## config.mk

```make
export PLATFORM = sky130hd
export DESIGN_NAME = tcs_channel
export DESIGN_NICKNAME = d
export VERILOG_FILES = /design/src/hdl/tcs_pkg.sv /design/src/hdl/tcs_prescaler.sv /design/src/hdl/tcs_channel.sv
export SDC_FILE = /design/constraint.sdc
export NUM_CORES = 1
export LEC_CHECK = 0
export ABC_AREA = 1
export BUFFER_PORTS_ARGS = -buffer_cell sky130_fd_sc_hd__buf_2
export CAP_MARGIN = 20
export CORE_MARGIN = 5
export CORE_UTILIZATION = 56
export CTS_CLUSTER_SIZE = 25
export DETAILED_ROUTE_END_ITERATION = 6
export PLACE_DENSITY = 0.77
export SLEW_MARGIN = 20
export SYNTH_ARGS = -nofsm -noshare
export SYNTH_HDL_FRONTEND = slang
export SYNTH_SLANG_ARGS = --single-unit
```

## constraint.sdc

```tcl
create_clock -name CORE_CLK -period 2.05 [get_ports CORE_CLK]
set_input_delay 0.1025 -clock CORE_CLK [delete_from_list [all_inputs] [get_ports CORE_CLK]]
set_output_delay 0.1025 -clock CORE_CLK [all_outputs]
set_load 0.005 [all_outputs]
```

## src/hdl/tcs_pkg.sv

```systemverilog
// package: register map, field positions and reset values of the timer channel
package tcs_pkg;
   // ****************************************
   // register offsets (byte addresses)
   // ****************************************
   localparam logic [3:0] ADDR_CLOCK_GATE = 4'h0;
   localparam logic [3:0] ADDR_PRESCALER = 4'h1;
   localparam logic [3:0] ADDR_MODE_HIGH = 4'h2;
   localparam logic [3:0] ADDR_MODE_LOW = 4'h3;
   localparam logic [3:0] ADDR_RELOAD_LO = 4'h4;
   localparam logic [3:0] ADDR_RELOAD_HI = 4'h5;
   localparam logic [3:0] ADDR_CONTROL = 4'h6;
   localparam logic [3:0] ADDR_IRQ_STATUS = 4'h7;
   localparam logic [3:0] ADDR_IRQ_CLEAR = 4'h8;
   localparam logic [3:0] ADDR_IRQ_ENABLE = 4'h9;
   localparam logic [3:0] ADDR_COUNT_LO = 4'hA;
   localparam logic [3:0] ADDR_COUNT_HI = 4'hB;
   // ****************************************
   // field positions
   // ****************************************
   localparam int GATE_BIT = 0;
   localparam int CHAN_PICK_BIT = 7;
   localparam int SOURCE_BIT = 4;
   localparam int START_CMD_BIT = 0;
   localparam int STOP_CMD_BIT = 1;
   localparam int EDGE_SEL_LSB = 6;
   // ****************************************
   // reset values
   // ****************************************
   localparam logic [7:0] RESET_BYTE = 8'h00;
   localparam logic [15:0] RESET_WORD = 16'h0000;
   // ****************************************
   // start trigger codes
   // ****************************************
   localparam logic [2:0] TRIG_SOFT = 3'h0;
   localparam logic [2:0] TRIG_EDGE = 3'h1;
   localparam logic [2:0] TRIG_BOTH = 3'h2;
   localparam logic [2:0] TRIG_MASTER = 3'h4;
   // interrupt status bits
   localparam int IRQ_TICK_BIT = 0;
   localparam int IRQ_BADCFG_BIT = 1;
   // mode register fields carried together
   typedef struct packed {
      logic chan_clock_pick;
      logic count_source_pick;
      logic [2:0] start_trigger_sel;
      logic [1:0] edge_sel;
      logic mode_low_bit;
   } tcs_mode_t;
endpackage

```

## src/hdl/tcs_prescaler.sv

```systemverilog
// power-of-two prescaler making the two operation clock enables
`timescale 1ns/10ps
module tcs_prescaler
(
   // clock and reset
   input wire logic clk,
   input wire logic rst_b,
   input wire logic run,
   // divide selections
   input wire logic [3:0] sel_a,
   input wire logic [3:0] sel_b,
   // one-cycle enables
   output logic op_clock_a,
   output logic op_clock_b
);
   logic [14:0] div;

   // free counter, held while the unit clock is gated
   always_ff @(posedge clk)
   begin
      if (!rst_b)
         div <= 15'h0000;
      else if (run)
         div <= div + 15'h0001;
   end

   // tick when the low sel bits of the counter are all ones
   function automatic logic tick(input logic [14:0] cnt, input logic [3:0] sel);
      logic [14:0] mask;
      mask = 15'((16'h0001 << sel) - 16'h0001);
      return (cnt & mask) == mask;
   endfunction

   assign op_clock_a = run && tick(div, sel_a); // RULE2
   assign op_clock_b = run && tick(div, sel_b);
endmodule // tcs_prescaler

```

## src/hdl/tcs_channel.sv

```systemverilog
// timer channel 0: clock gate, prescaler, count clock pick, interval counter
// Behaviour
// RULE1: gate bit 0 stops (0) or supplies (1) the timer unit clock.
// RULE2: first operation clock is system clock divided by 2 to prescaler bits 3..0.
// RULE3: mode high bit 7 picks first (0) or second (1) operation clock.
// RULE4: bit 4 counts operation clock (0) or valid timer input edges (1).
// RULE5: start trigger 000 soft, 001 valid edge, 010 both edges, 100 master.
// RULE6: interval mode counts down; lowest mode bit 1 interrupts at start.
// RULE7: interrupt every reload value plus one count clock cycles.
`timescale 1ns/10ps
module tcs_channel
(
   // clock and reset
   input wire logic CORE_CLK,
   input wire logic RST_B,
   // register port
   input wire logic [3:0] ADDR,
   input wire logic [7:0] WDATA,
   input wire logic WR,
   input wire logic RD,
   output logic [7:0] RDATA,
   // pins and events
   input wire logic TIMER_INPUT_PIN,
   input wire logic MASTER_IRQ,
   output logic CHANNEL_INTERRUPT,
   output logic IRQ
);
   // ****************************************
   // registers
   // ****************************************
   logic [7:0] peripheral_clock_gate;
   logic [7:0] timer_prescaler_select;
   tcs_pkg::tcs_mode_t mode;
   logic [15:0] compare_reload_value;
   logic [15:0] count;
   logic running;
   logic [1:0] irq_status;
   logic [1:0] irq_enable;
   logic pin_s1, pin_s2, pin_s3;
   logic op_clock_a, op_clock_b;
   logic channel_op_clock, channel_count_clock;
   logic gate, rise, fall, valid_edge, trig_ok, trig_bad, start_evt, stop_evt, tick;
   logic [7:0] next_rdata;

   assign gate = peripheral_clock_gate[tcs_pkg::GATE_BIT]; // RULE1

   tcs_prescaler u_pre
   (
      .clk(CORE_CLK),
      .rst_b(RST_B),
      .run(gate),
      .sel_a(timer_prescaler_select[3:0]),
      .sel_b(timer_prescaler_select[7:4]),
      .op_clock_a(op_clock_a),
      .op_clock_b(op_clock_b)
   );

   // ****************************************
   // pin synchroniser and edge detection
   // ****************************************
   // two flops before use; third flop only for edge compare
   always_ff @(posedge CORE_CLK)
   begin
      if (!RST_B)
      begin
         pin_s1 <= 1'b0;
         pin_s2 <= 1'b0;
         pin_s3 <= 1'b0;
      end
      else
      begin
         pin_s1 <= TIMER_INPUT_PIN;
         pin_s2 <= pin_s1;
         pin_s3 <= pin_s2;
      end
   end

   assign rise = pin_s2 && !pin_s3;
   assign fall = !pin_s2 && pin_s3;

   // valid edge per edge select field: 00 fall, 01 rise, else both
   always_comb
   begin
      unique case (mode.edge_sel)
         2'b00: valid_edge = fall;
         2'b01: valid_edge = rise;
         default: valid_edge = rise || fall;
      endcase
   end

   // ****************************************
   // count clock selection
   // ****************************************
   assign channel_op_clock = mode.chan_clock_pick ? op_clock_b : op_clock_a; // RULE3
   // edge counting also needs the unit clock supplied
   assign channel_count_clock = gate && (mode.count_source_pick ? valid_edge
                                                                 : channel_op_clock); // RULE4

   // start trigger decode; prohibited codes raise trig_bad and trigger nothing
   always_comb
   begin
      trig_ok = 1'b0;
      trig_bad = 1'b0;
      unique case (mode.start_trigger_sel)
         tcs_pkg::TRIG_SOFT: trig_ok = 1'b0; // RULE5
         tcs_pkg::TRIG_EDGE: trig_ok = valid_edge; // RULE5
         tcs_pkg::TRIG_BOTH: trig_ok = rise || fall; // RULE5
         tcs_pkg::TRIG_MASTER: trig_ok = MASTER_IRQ; // RULE5
         default: trig_bad = 1'b1; // RULE5
      endcase
   end

   assign start_evt = gate && ((WR && ADDR == tcs_pkg::ADDR_CONTROL
                               && WDATA[tcs_pkg::START_CMD_BIT]) || trig_ok);
   assign stop_evt = WR && ADDR == tcs_pkg::ADDR_CONTROL && WDATA[tcs_pkg::STOP_CMD_BIT];

   // ****************************************
   // interval down counter
   // ****************************************
   // start loads reload value; reaching zero on a count clock reloads and ticks,
   // so the period is reload plus one count clocks
   always_ff @(posedge CORE_CLK)
   begin
      if (!RST_B)
      begin
         count <= tcs_pkg::RESET_WORD;
         running <= 1'b0;
      end
      else if (stop_evt || !gate)
         running <= 1'b0;
      else if (start_evt)
      begin
         count <= compare_reload_value; // RULE7
         running <= 1'b1;
      end
      else if (running && channel_count_clock)
      begin
         if (count == 16'h0000)
            count <= compare_reload_value; // RULE7
         else
            count <= count - 16'h0001; // RULE6
      end
   end

   // interrupt at zero, or at start when the lowest mode bit is set
   assign tick = (running && channel_count_clock && count == 16'h0000 && !start_evt)
                 || (start_evt && mode.mode_low_bit); // RULE6

   always_ff @(posedge CORE_CLK)
   begin
      if (!RST_B)
         CHANNEL_INTERRUPT <= 1'b0;
      else
         CHANNEL_INTERRUPT <= tick; // RULE7
   end

   // ****************************************
   // register writes
   // ****************************************
   always_ff @(posedge CORE_CLK)
   begin
      if (!RST_B)
      begin
         peripheral_clock_gate <= tcs_pkg::RESET_BYTE;
         timer_prescaler_select <= tcs_pkg::RESET_BYTE;
         mode <= '0;
         compare_reload_value <= tcs_pkg::RESET_WORD;
         irq_enable <= 2'b00;
      end
      else if (WR)
      begin
         unique case (ADDR)
            tcs_pkg::ADDR_CLOCK_GATE: peripheral_clock_gate <= WDATA;
            tcs_pkg::ADDR_PRESCALER: timer_prescaler_select <= WDATA;
            tcs_pkg::ADDR_MODE_HIGH:
            begin
               mode.chan_clock_pick <= WDATA[tcs_pkg::CHAN_PICK_BIT];
               mode.count_source_pick <= WDATA[tcs_pkg::SOURCE_BIT];
               mode.start_trigger_sel <= WDATA[2:0];
            end
            tcs_pkg::ADDR_MODE_LOW:
            begin
               mode.edge_sel <= WDATA[tcs_pkg::EDGE_SEL_LSB +: 2];
               mode.mode_low_bit <= WDATA[0];
            end
            tcs_pkg::ADDR_RELOAD_LO: compare_reload_value[7:0] <= WDATA;
            tcs_pkg::ADDR_RELOAD_HI: compare_reload_value[15:8] <= WDATA;
            tcs_pkg::ADDR_IRQ_ENABLE: irq_enable <= WDATA[1:0];
            default: ;
         endcase
      end
   end

   // sticky status: a set in the clear cycle wins
   always_ff @(posedge CORE_CLK)
   begin
      if (!RST_B)
         irq_status <= 2'b00;
      else
      begin
         for (int i = 0; i < 2; i++)
         begin
            if ((i == tcs_pkg::IRQ_TICK_BIT && tick)
                || (i == tcs_pkg::IRQ_BADCFG_BIT && trig_bad))
               irq_status[i] <= 1'b1;
            else if (WR && ADDR == tcs_pkg::ADDR_IRQ_CLEAR && WDATA[i])
               irq_status[i] <= 1'b0;
         end
      end
   end

   assign IRQ = |(irq_status & irq_enable);

   // ****************************************
   // read data, one cycle after the strobe
   // ****************************************
   always_comb
   begin
      next_rdata = 8'h00;
      unique case (ADDR)
         tcs_pkg::ADDR_CLOCK_GATE: next_rdata = peripheral_clock_gate;
         tcs_pkg::ADDR_PRESCALER: next_rdata = timer_prescaler_select;
         tcs_pkg::ADDR_MODE_HIGH: next_rdata = {mode.chan_clock_pick, 2'b00,
                                                mode.count_source_pick, 1'b0,
                                                mode.start_trigger_sel};
         tcs_pkg::ADDR_MODE_LOW: next_rdata = {mode.edge_sel, 5'b00000, mode.mode_low_bit};
         tcs_pkg::ADDR_RELOAD_LO: next_rdata = compare_reload_value[7:0];
         tcs_pkg::ADDR_RELOAD_HI: next_rdata = compare_reload_value[15:8];
         tcs_pkg::ADDR_CONTROL: next_rdata = {7'b0000000, running};
         tcs_pkg::ADDR_IRQ_STATUS: next_rdata = {6'b000000, irq_status};
         tcs_pkg::ADDR_IRQ_ENABLE: next_rdata = {6'b000000, irq_enable};
         tcs_pkg::ADDR_COUNT_LO: next_rdata = count[7:0];
         tcs_pkg::ADDR_COUNT_HI: next_rdata = count[15:8];
         default: next_rdata = 8'h00;
      endcase
   end

   // data stands only in the cycle after the read strobe
   always_ff @(posedge CORE_CLK)
   begin
      if (!RST_B)
         RDATA <= 8'h00;
      else if (RD)
         RDATA <= next_rdata;
      else
         RDATA <= 8'h00;
   end
endmodule // tcs_channel

```

==> results of run 1 <==
## state kept, by name (all words and copies together) (netlist names)
register                flops
compare_reload_value       16
count                      16
u_pre.div                  15
RDATA                       8
mode                        8
peripheral_clock_gate       8
timer_prescaler_select      8
irq_enable                  2
irq_status                  2
CHANNEL_INTERRUPT           1
pin_s1                      1
pin_s2                      1
pin_s3                      1
running                     1
## worst paths after layout
kind	cells past startpoint	slack, ns	endpoint
min	3	0.07	compare_reload_value[6]
max	17	-0.23	count[3]
max reg2reg	17	-0.23	count[3]
min reg2reg	2	0.43	pin_s2
## stage by stage
stage / hold slack (ns) / util [%] / area (sq um)
final: 0.0711 / 70.2 / 6180
after global routing: 0.0744 / 70.2 / 6180
after CTS: 0.0611 / 68.7 / 6050
after detailed placement: 0.290 / 65.0 / 5720
after global placement: 0.290 / 65.0 / 5720
after floorplan: 0.200 / - / 5180
## where the power goes
part	leakage (nW)	internal, mW	switching [mW]	total [mW]
combinational	1.74	0.137	0.235	0.372
sequential	0.715	1.73	0.0150	1.74
clock	0.123	0.790	0.668	1.46
total	2.58	2.65	0.918	3.57
## worst min-delay path: stages
cell,delay [ns]
buf_2,0.15
nor2_1,0.11
nor2_1,0.05
## kinds of logic (layout without fill, tap and decap cells)
family                     count (synthesis)  in the layout  share of synthesized area (%)
AOI/OAI and AO/OA                        186            186                           20.1
and+or+nand+nor                          333            333                           28.9
buffers and inverters                    152            222                           12.0
adders and majority gates                  8              8                           1.92
xor gates and xnor gates                  14             14                           2.41
DFF                                       88             88                           34.7
## area by class of cell
class	count	area, sq um	share of cell area [%]
inverters	124	465	7.53
repair buffers	82	651	10.5
clock buffers	12	165	2.67
flip-flops and latches	88	1780	28.8
multi-input cells	541	2910	47.1
well taps	108	135	2.19
clock inverters	4	73.8	1.19
## placed cells by master (no fill, tap or decap), types with 4 or more instances in the layout
cell / n
clkbuf_8: 12
o21ai_1: 12
a21oi_1: 67
dfxtp_4: 4
nand3_2: 10
a221oi_1: 4
nor2_4: 5
dfxtp_1: 81
nor3_1: 14
buf_2: 27
nand3_1: 59
inv_2: 14
nand4_1: 14
nand2_1: 125
clkinv_1: 7
o22ai_1: 20
ha_1: 5
nand2_2: 6
inv_1: 103
nor2_2: 4
xor2_1: 11
buf_4: 47
o21ai_0: 52
nor2_1: 83
a21oi_2: 17
## repair_timing
action | in CTS | in global routing
pin swaps | 1 | 14
endpoints found under the setup margin | 18 | 21
gates resized for setup | 14 | 19
hold endpoints to repair | 1 | 0
hold buffers | 1 | 0
buffers inserted | 1 | 0
gates cloned | 1 | 2
## Yosys cell counts (all sizes together) (4+ instances only)
library cell and instances:
nand3 69, clkinv 7, dfxtp 88, ha 7, buf 11, o21ai 64, inv 117, nand4 14
a221oi 4, clkbuf 17, a21oi 85, xor2 11, o22ai 21, nor2 92, nor3 15, nand2 134
## metal layers
metal,global-route usage [%],vias up,part of all wire [%]
met3,3.97,47,8.2
met1,36.0,2519,42
met5,0,-,0
met2,44.3,279,46
met4,12.7,0,3.2
li1,-,2717,-
==> impl_metrics.csv, run 1 <==
group,metric,value,unit
timing,rsz0062_at_grt,"yes",
synthesis,post_synth_instance_area,5080,sq um
cts,clk_transition_reported_paths,0.09,ns
min_path,worstHoldStart,"WDATA[6]",
synthesis,asyncSetResetFlopFracSynth,0,%
routing,dr.first_iter.drc_count,445,
worst_setup_path,critical_path.startpoint,"timer_prescaler_select[0]",
routing,wl_per_cell,16.0,um
timing,worst_max_slew_pin_slew,0.857,ns
timing,max-slew-margin-rel,41.4,%
final_layout,flow.area_growth_from_synthesis,21.6,%
outcome,status,"complete, but fails checks",
synthesis,ys_dominant_reg_cell,"dfxtp_1",
die,initial_core_util,57.7,%
cts,tritoncts.num_buffers,9,
synthesis,synth_largest_area_cell,"dfxtp_1",
cts,root_buffer_selected_by_cts,"clkbuf_8",
routing,drt_wl_total,15400,um
global_routing,grt_use_total,27.3,%
final_layout,insertedDiodeCount,0,
worst_setup_path,cpPeakStageDelay,0.37,ns
die,core-area,8810,sq um
synthesis,synth_top_cell_area_share,34.7,%
power,leakage,2.58,nW
power,total_power,3.57,mW
worst_setup_path,setup.worst_path.class,"reg -> reg",
final_layout,n_fill_cell,736,
worst_setup_path,critical_path.max_fanout,6,
timing,max_freq,439,MHz
synthesis,synth_enable_flop_cells,0,
job,drv_cap,0,
power,pwr_density_cell,578,nW/um^2
die,fp.dieArea,11100,sq um
global_routing,first_global_vias,5248,
synthesis,synth.net_count,806,
worst_setup_path,critPathTopFamily,"simple AND/OR/NAND/NOR gates",
synthesis,ys_seq_area_share,34.7,%
die,io-pin-count,28,
timing,drv_slew,0,
timing,postLayoutSetupSlackWorst,-0.228,ns
timing,timing_hold_violations_final,0,
timing,final_period_minus_worst_setup_slack,2.28,ns
die,site_row_count,34,
timing,setup-violations-final,18,
routing,number_of_optimization_iterations_in_the_first_detailed_route_pass,6,
synthesis,synth-warning-count,0,
die,chipWidth,105,um
synthesis,syn_area_per_cell,6.51,sq um
final_layout,drive_gt1_share,20.1,%
synthesis,synthesis.instances,781,
worst_setup_path,critical_path.startpoint_type,"flip-flop",
cts,clock_tree.htree_level_count,3,
global_routing,grt_antenna_before_repair,0,
worst_setup_path,crit_arrival,2.53,ns
synthesis,ys_types,41,
place,placed_cells,938,
cts,clock_tree.buffer_depth,2,
final_layout,post_layout_nonfiller_instances,959,
global_routing,grt_max_degree,44,
synthesis,ffs_latches_synth,88,
routing,post_drt_via_cell_ratio,5.80,
worst_setup_path,timing.critical_path.required,2.31,ns
min_path,hold_path_class,"in -> reg",
place,detailed_place_hpwl,11100,um
cts,tritoncts_num_sinks,88,
cts,worst_skew_late_latency,0.37,ns
final_layout,fin_nets,871,
outcome,violations,"negative setup slack",
timing,final.period_utilization,111,%
cts,tritoncts_clock_tree,"built",
power,vdd_ir_drop_max,0.000388,V
timing,clock_skew,0.00796,ns
routing,drc_errors,0,
routing,postRouteAntennaNets,0,
routing,dr_total_vias,5562,
worst_setup_path,worst_path_max_delay_cell,"dfxtp_4",
global_routing,gr-total-overflow,0,
place,place.gp.congestion,0.983,
place,numPortBuffers,27,
global_routing,grt_first_pass_wirelength,25000,um
worst_setup_path,worstPathBufferInverterCount,1,
timing,fin_setup_tns,-2.79,ns
worst_setup_path,timing.critical_path.to_type,"flip-flop",
synthesis,synth.area.top_cells,"dfxtp_1 (35%), nand2_1 (9.5%), a21oi_1 (8.3%)",
worst_setup_path,timing.critical_path.cells,"nor2_4 > nand2_2 > ha_4 > nor2_2 > nor2_1 > nand3_1 > nor2_1 > nand3_1 > nor2_1 > nand3_1 > nand3_2 > nand2_4 > nand2_8 > clkbuf_16 > nand3_1 > nand2_1 > nor2_1",
place,dpl_ws,-0.218,ns
die,die_h,105,um
worst_setup_path,regToRegStartpoint,"timer_prescaler_select[0]",
Power figures use the tool's default switching activity.
==> run 2, diff against run 1 <==
Settings changed: CTS_BUF_LIST set to sky130_fd_sc_hd__clkbuf_16.
==> impl_metrics.csv, run 2 (same netlist as run 1, synthesis figures left out) <==
group,metric,value,unit
power,leakage,2.56,nW
timing,max_freq,458,MHz
worst_setup_path,timing.critical_path.cells,"nor2_4 > nand3_2 > ha_1 > nor2_1 > nor2_1 > nand3_1 > nor2_1 > nand3_1 > nor2_1 > nand3_1 > nand3_1 > nand2_2 > nand2_4 > buf_12 > nand3_1 > nand2_1 > nor2_1",
die,fp.dieArea,11100,sq um
timing,worst_max_slew_pin_slew,0.895,ns
power,pwr_density_cell,632,nW/um^2
routing,drc_errors,0,
final_layout,flow.area_growth_from_synthesis,20.4,%
worst_setup_path,worst_path_max_delay_cell,"dfxtp_4",
die,io-pin-count,28,
worst_setup_path,register_to_register_setup_slack,-0.13,ns
global_routing,grt_max_degree,44,
cts,clock_tree.buffer_depth,2,
timing,rsz0062_at_grt,"yes",
cts,tritoncts_clock_tree,"built",
timing,final_period_minus_worst_setup_slack,2.18,ns
worst_setup_path,timing.critical_path.to_type,"flip-flop",
die,initial_core_util,57.7,%
place,detailed_place_hpwl,11100,um
worst_setup_path,setup.worst_path.class,"reg -> reg",
timing,timing_hold_violations_final,0,
die,core-area,8810,sq um
timing,setup-violations-final,17,
routing,wl_per_cell,15.9,um
die,site_row_count,34,
cts,root_buffer_selected_by_cts,"clkbuf_16",
worst_setup_path,crit_arrival,2.42,ns
cts,tritoncts.num_buffers,9,
final_layout,largestRegisters,"compare_reload_value (16), count (16), u_pre.div (15)",
place,place.gp.congestion,0.983,
worst_setup_path,critical_path.max_fanout,13,
power,total_power,3.87,mW
global_routing,first_global_vias,5239,
power,vdd_ir_drop_max,0.000393,V
cts,clock_tree.htree_level_count,3,
cts,clk_transition_reported_paths,0.06,ns
final_layout,fin_nets,869,
job,drv_cap,0,
timing,final.period_utilization,106,%
final_layout,layout.cells.most_common,"nand2_1",
cts,tritoncts_num_sinks,88,
timing,clock_skew,0.00526,ns
cts,worst_skew_late_latency,0.34,ns
place,placed_cells,938,
global_routing,grt_first_pass_wirelength,25100,um
outcome,status,"complete, but fails checks",
place,numPortBuffers,27,
routing,dr.first_iter.drc_count,493,
worst_setup_path,cpPeakStageDelay,0.37,ns
global_routing,grt_use_total,27.6,%
min_path,hold_path_class,"in -> reg",
final_layout,insertedDiodeCount,0,
routing,number_of_optimization_iterations_in_the_first_detailed_route_pass,4,
routing,post_drt_via_cell_ratio,5.82,
die,chipWidth,105,um
timing,postLayoutSetupSlackWorst,-0.132,ns
worst_setup_path,critical_path.startpoint_type,"flip-flop",
final_layout,drive_gt1_share,18.3,%
routing,drt_wl_total,15200,um
outcome,violations,"negative setup slack",
die,die_h,105,um
final_layout,layout.cells.most_common_list,"nand2_1 (125), inv_1 (103), nor2_1 (84)",
global_routing,gr-total-overflow,0,
routing,postRouteAntennaNets,0,
final_layout,post_layout_nonfiller_instances,957,
timing,drv_slew,0,
worst_setup_path,timing.critical_path.required,2.29,ns
timing,max-slew-margin-rel,38.8,%
routing,dr_total_vias,5573,
global_routing,grt_antenna_before_repair,0,
## run 2: changes by cell type in the layout (fill, tap and decap cells not counted), sizes merged
| cell | change |
|---|---|
| clkinv | +3 |
| clkbuf | -5 |
## run 2: layout make-up
| class | instances | area [sq um] |
|---|---|---|
| inverters | 124 | 465 |
| clock inverters | 7 | 85.1 |
| multi-input cells | 541 | 2840 |
| flip-flops and latches | 88 | 1770 |
| clock buffers | 9 | 225 |
| fillers | 758 | 2690 |
| well taps | 108 | 135 |
| repair buffers | 80 | 597 |
## run 2: timing repair
action,4_1_cts,5_1_grt
setup endpoints to repair,18,20
setup buffers,1,0
cloned,1,0
hold buffers,1,0
pin swaps,2,0
resized for setup,11,5
endpoints found under the hold margin,1,0
## run 2: final timing paths
path	startpoint	end	depth (start not counted)
setup / recovery	timer_prescaler_select[2]	count[7]	17
hold / removal	WDATA[6]	compare_reload_value[6]	3
setup reg to reg	timer_prescaler_select[2]	count[7]	17
hold reg to reg	pin_s1	pin_s2	2
## run 2: report_power, final
| group | switching, mW | internal [mW] | total, mW | leakage [nW] |
|---|---|---|---|---|
| clock network | 0.705 | 1.06 | 1.76 | 0.152 |
| logic | 0.230 | 0.133 | 0.362 | 1.70 |
| registers | 0.0150 | 1.73 | 1.75 | 0.714 |
| total | 0.950 | 2.92 | 3.87 | 2.56 |
## run 2: routing by layer
| layer | part of all wire (%) | track usage [%] | vias to the layer above | wire length [um] |
|---|---|---|---|---|
| li1 | - | - | 2711 | - |
| met1 | 42 | 36.3 | 2532 | 6420 |
| met2 | 46 | 44.9 | 273 | 6930 |
| met3 | 8.2 | 4.58 | 57 | 1240 |
| met4 | 3.8 | 11.4 | 0 | 576 |
| met5 | 0 | 0 | - | 0 |
## run 2: critical path, delay by kind of cell, from the launching register on
family / cells / cell delay [ns]
buf+inv: 1 / 0.15
simple gates: 15 / 1.27
flops: 1 / 0.37
fa+ha+maj: 1 / 0.29
## run 2: per-stage QoR
step	hold WS [ns]	utilization [%]	setup slack (ns)	cell area, sq um	TNS, ns
detailed placement	0.290	65.0	-0.218	5720	-3.04
CTS	0.0934	69.4	-0.124	6110	-1.57
floorplan	0.200	-	-0.0478	5180	-0.487
global route	0.114	69.5	-0.361	6120	-5.67
finish	0.103	69.5	-0.132	6120	-1.59
global placement	0.290	65.0	-0.0755	5720	-0.965
==> run 3, diff against run 2 <==
Settings changed: CELL_PAD_IN_SITES_DETAIL_PLACEMENT set to 1, CELL_PAD_IN_SITES_GLOBAL_PLACEMENT set to 2, CORE_UTILIZATION 56 to 31, PLACE_DENSITY 0.77 to unset, PLACE_DENSITY_LB_ADDON set to 0.1.
==> impl_metrics.csv, run 3 (same netlist as run 1, synthesis figures left out) <==
group,metric,value,unit
outcome,status,"complete, but fails checks",
outcome,violations,"negative setup slack",
timing,worst_max_slew_pin_slew,0.606,ns
worst_setup_path,timing.critical_path.required,2.29,ns
worst_setup_path,critical_path.startpoint_type,"flip-flop",
final_layout,largestRegisters,"compare_reload_value (16), count (16), u_pre.div (15)",
final_layout,layout.cells.most_common_list,"nand2_1 (120), inv_1 (104), nor2_1 (82)",
global_routing,grt_max_degree,63,
timing,max-slew-margin-rel,59.6,%
timing,clock_skew,0.00775,ns
global_routing,first_global_vias,5672,
timing,timing_hold_violations_final,0,
cts,clk_transition_reported_paths,0.07,ns
power,vdd_ir_drop_max,0.000360,V
worst_setup_path,timing.critical_path.to_type,"flip-flop",
die,fp.dieArea,19100,sq um
cts,tritoncts_num_sinks,88,
power,leakage,2.74,nW
die,core-area,16000,sq um
cts,root_buffer_selected_by_cts,"clkbuf_16",
cts,clock_tree.htree_level_count,3,
routing,drt_wl_total,18800,um
timing,final_period_minus_worst_setup_slack,2.21,ns
place,dpl_ws,-0.332,ns
final_layout,fin_nets,891,
routing,dr.first_iter.drc_count,228,
timing,setup-violations-final,18,
place,numPortBuffers,27,
power,power_internal,2.94,mW
routing,drc_errors,0,
final_layout,insertedDiodeCount,0,
cts,tritoncts.num_buffers,9,
final_layout,layout.cells.most_common,"nand2_1",
routing,postRouteAntennaNets,0,
global_routing,grt_first_pass_wirelength,30100,um
place,place.gp.congestion,0.871,
die,site_row_count,46,
global_routing,gr-total-overflow,0,
timing,drv_slew,0,
routing,number_of_optimization_iterations_in_the_first_detailed_route_pass,4,
power,power.share.sequential,44.4,%
power,power.net_switching,991,uW
timing,fin_setup_tns,-2.25,ns
timing,postLayoutSetupSlackWorst,-0.160,ns
job,drv_cap,0,
power,power_frac_clock,45.3,%
routing,dr_total_vias,5463,
routing,wl_per_cell,17.3,um
cts,worst_skew_late_latency,0.34,ns
min_path,hold_path_class,"in -> reg",
power,power_switching_share,25.2,%
final_layout,drive_gt1_share,22.0,%
worst_setup_path,crit_arrival,2.45,ns
timing,rsz0062_at_grt,"yes",
worst_setup_path,critical_path.max_fanout,7,
die,die_h,138,um
global_routing,grt_use_total,19.4,%
cts,tritoncts_clock_tree,"built",
final_layout,flow.area_growth_from_synthesis,29.9,%
timing,max_freq,453,MHz
worst_setup_path,setup.worst_path.class,"reg -> reg",
die,io-pin-count,28,
power,pwr-share-comb,10.3,%
die,chipWidth,138,um
place,detailed_place_hpwl,14500,um
timing,final.period_utilization,108,%
power,pwr_density_cell,595,nW/um^2
die,initial_core_util,31.8,%
routing,post_drt_via_cell_ratio,5.03,
global_routing,grt_antenna_before_repair,0,
cts,clock_tree.buffer_depth,2,
==> run 3: final timing paths <==
path	startpoint	end	slack (ns)	cells past startpoint
max	timer_prescaler_select[7]	count[2]	-0.16	16
max reg2reg	timer_prescaler_select[7]	count[2]	-0.16	16
min reg2reg	pin_s1	pin_s2	0.43	2
min	RST_B	u_pre.div[10]	0.1	3
==> run 3: stage by stage <==
stage | hold WS [ns] | cell area [sq um] | util [%] | power (mW) | instances
final | 0.0971 | 6600 | 41.3 | 3.93 | 1087
after global routing | 0.114 | 6600 | 41.3 | 4.09 | 1087
after CTS | 0.0832 | 6540 | 40.9 | 3.98 | 1084
after detailed placement | 0.299 | 6020 | 37.6 | 2.16 | 1062
after global placement | 0.295 | 6020 | 37.6 | 2.15 | 1062
after floorplan | 0.200 | 5180 | - | 2.00 | 781
==> run 3: timing repair <==
item                                   in CTS  in global routing
gates resized for setup                    31                 10
buffers inserted                            3                  3
setup endpoints to repair                  18                 20
hold buffers                                1                  0
cloned                                      2                  0
pin swaps                                  16                 11
endpoints found under the hold margin       1                  0
==> run 3: final cells by class <==
| class | count | area (sq um) |
|---|---|---|
| clock buffer | 9 | 225 |
| clock inverter | 7 | 87.6 |
| fill | 2105 | 9400 |
| inverter | 124 | 465 |
| multi-input combinational | 541 | 2940 |
| sequential | 88 | 1780 |
| tap | 216 | 270 |
| timing repair buffer | 102 | 832 |
==> run 3: metal layers <==
metal / GRT usage, % / part of all wire [%]
met3: 2.59 / 2.5
met1: 24.5 / 46
met4: 6.60 / 2.5
met2: 34.1 / 49
met5: 0 / 0
==> run 3: critical path, stage by stage (launching register included) <==
cell	delay, ns
dfxtp_2	0.34
nor2_4	0.14
nand3_2	0.10
ha_4	0.25
or2_4	0.22
nand3_2	0.05
nor2_1	0.04
nand3_1	0.07
nor2_1	0.04
nand3_1	0.09
nand3_2	0.11
nand2_4	0.10
nand2_8	0.10
buf_12	0.14
buf_16	0.13
a21oi_2	0.12
nor2_1	0.05
==> run 3: power groups by stage <==
| stage | logic [mW] | clock network [mW] | registers (mW) |
|---|---|---|---|
| after floorplan | 0.221 | 0 | 1.78 |
| after global placement | 0.368 | 0 | 1.78 |
| after detailed placement | 0.377 | 0 | 1.78 |
| after CTS | 0.403 | 1.83 | 1.74 |
| after global routing | 0.453 | 1.89 | 1.74 |
| final | 0.405 | 1.78 | 1.74 |
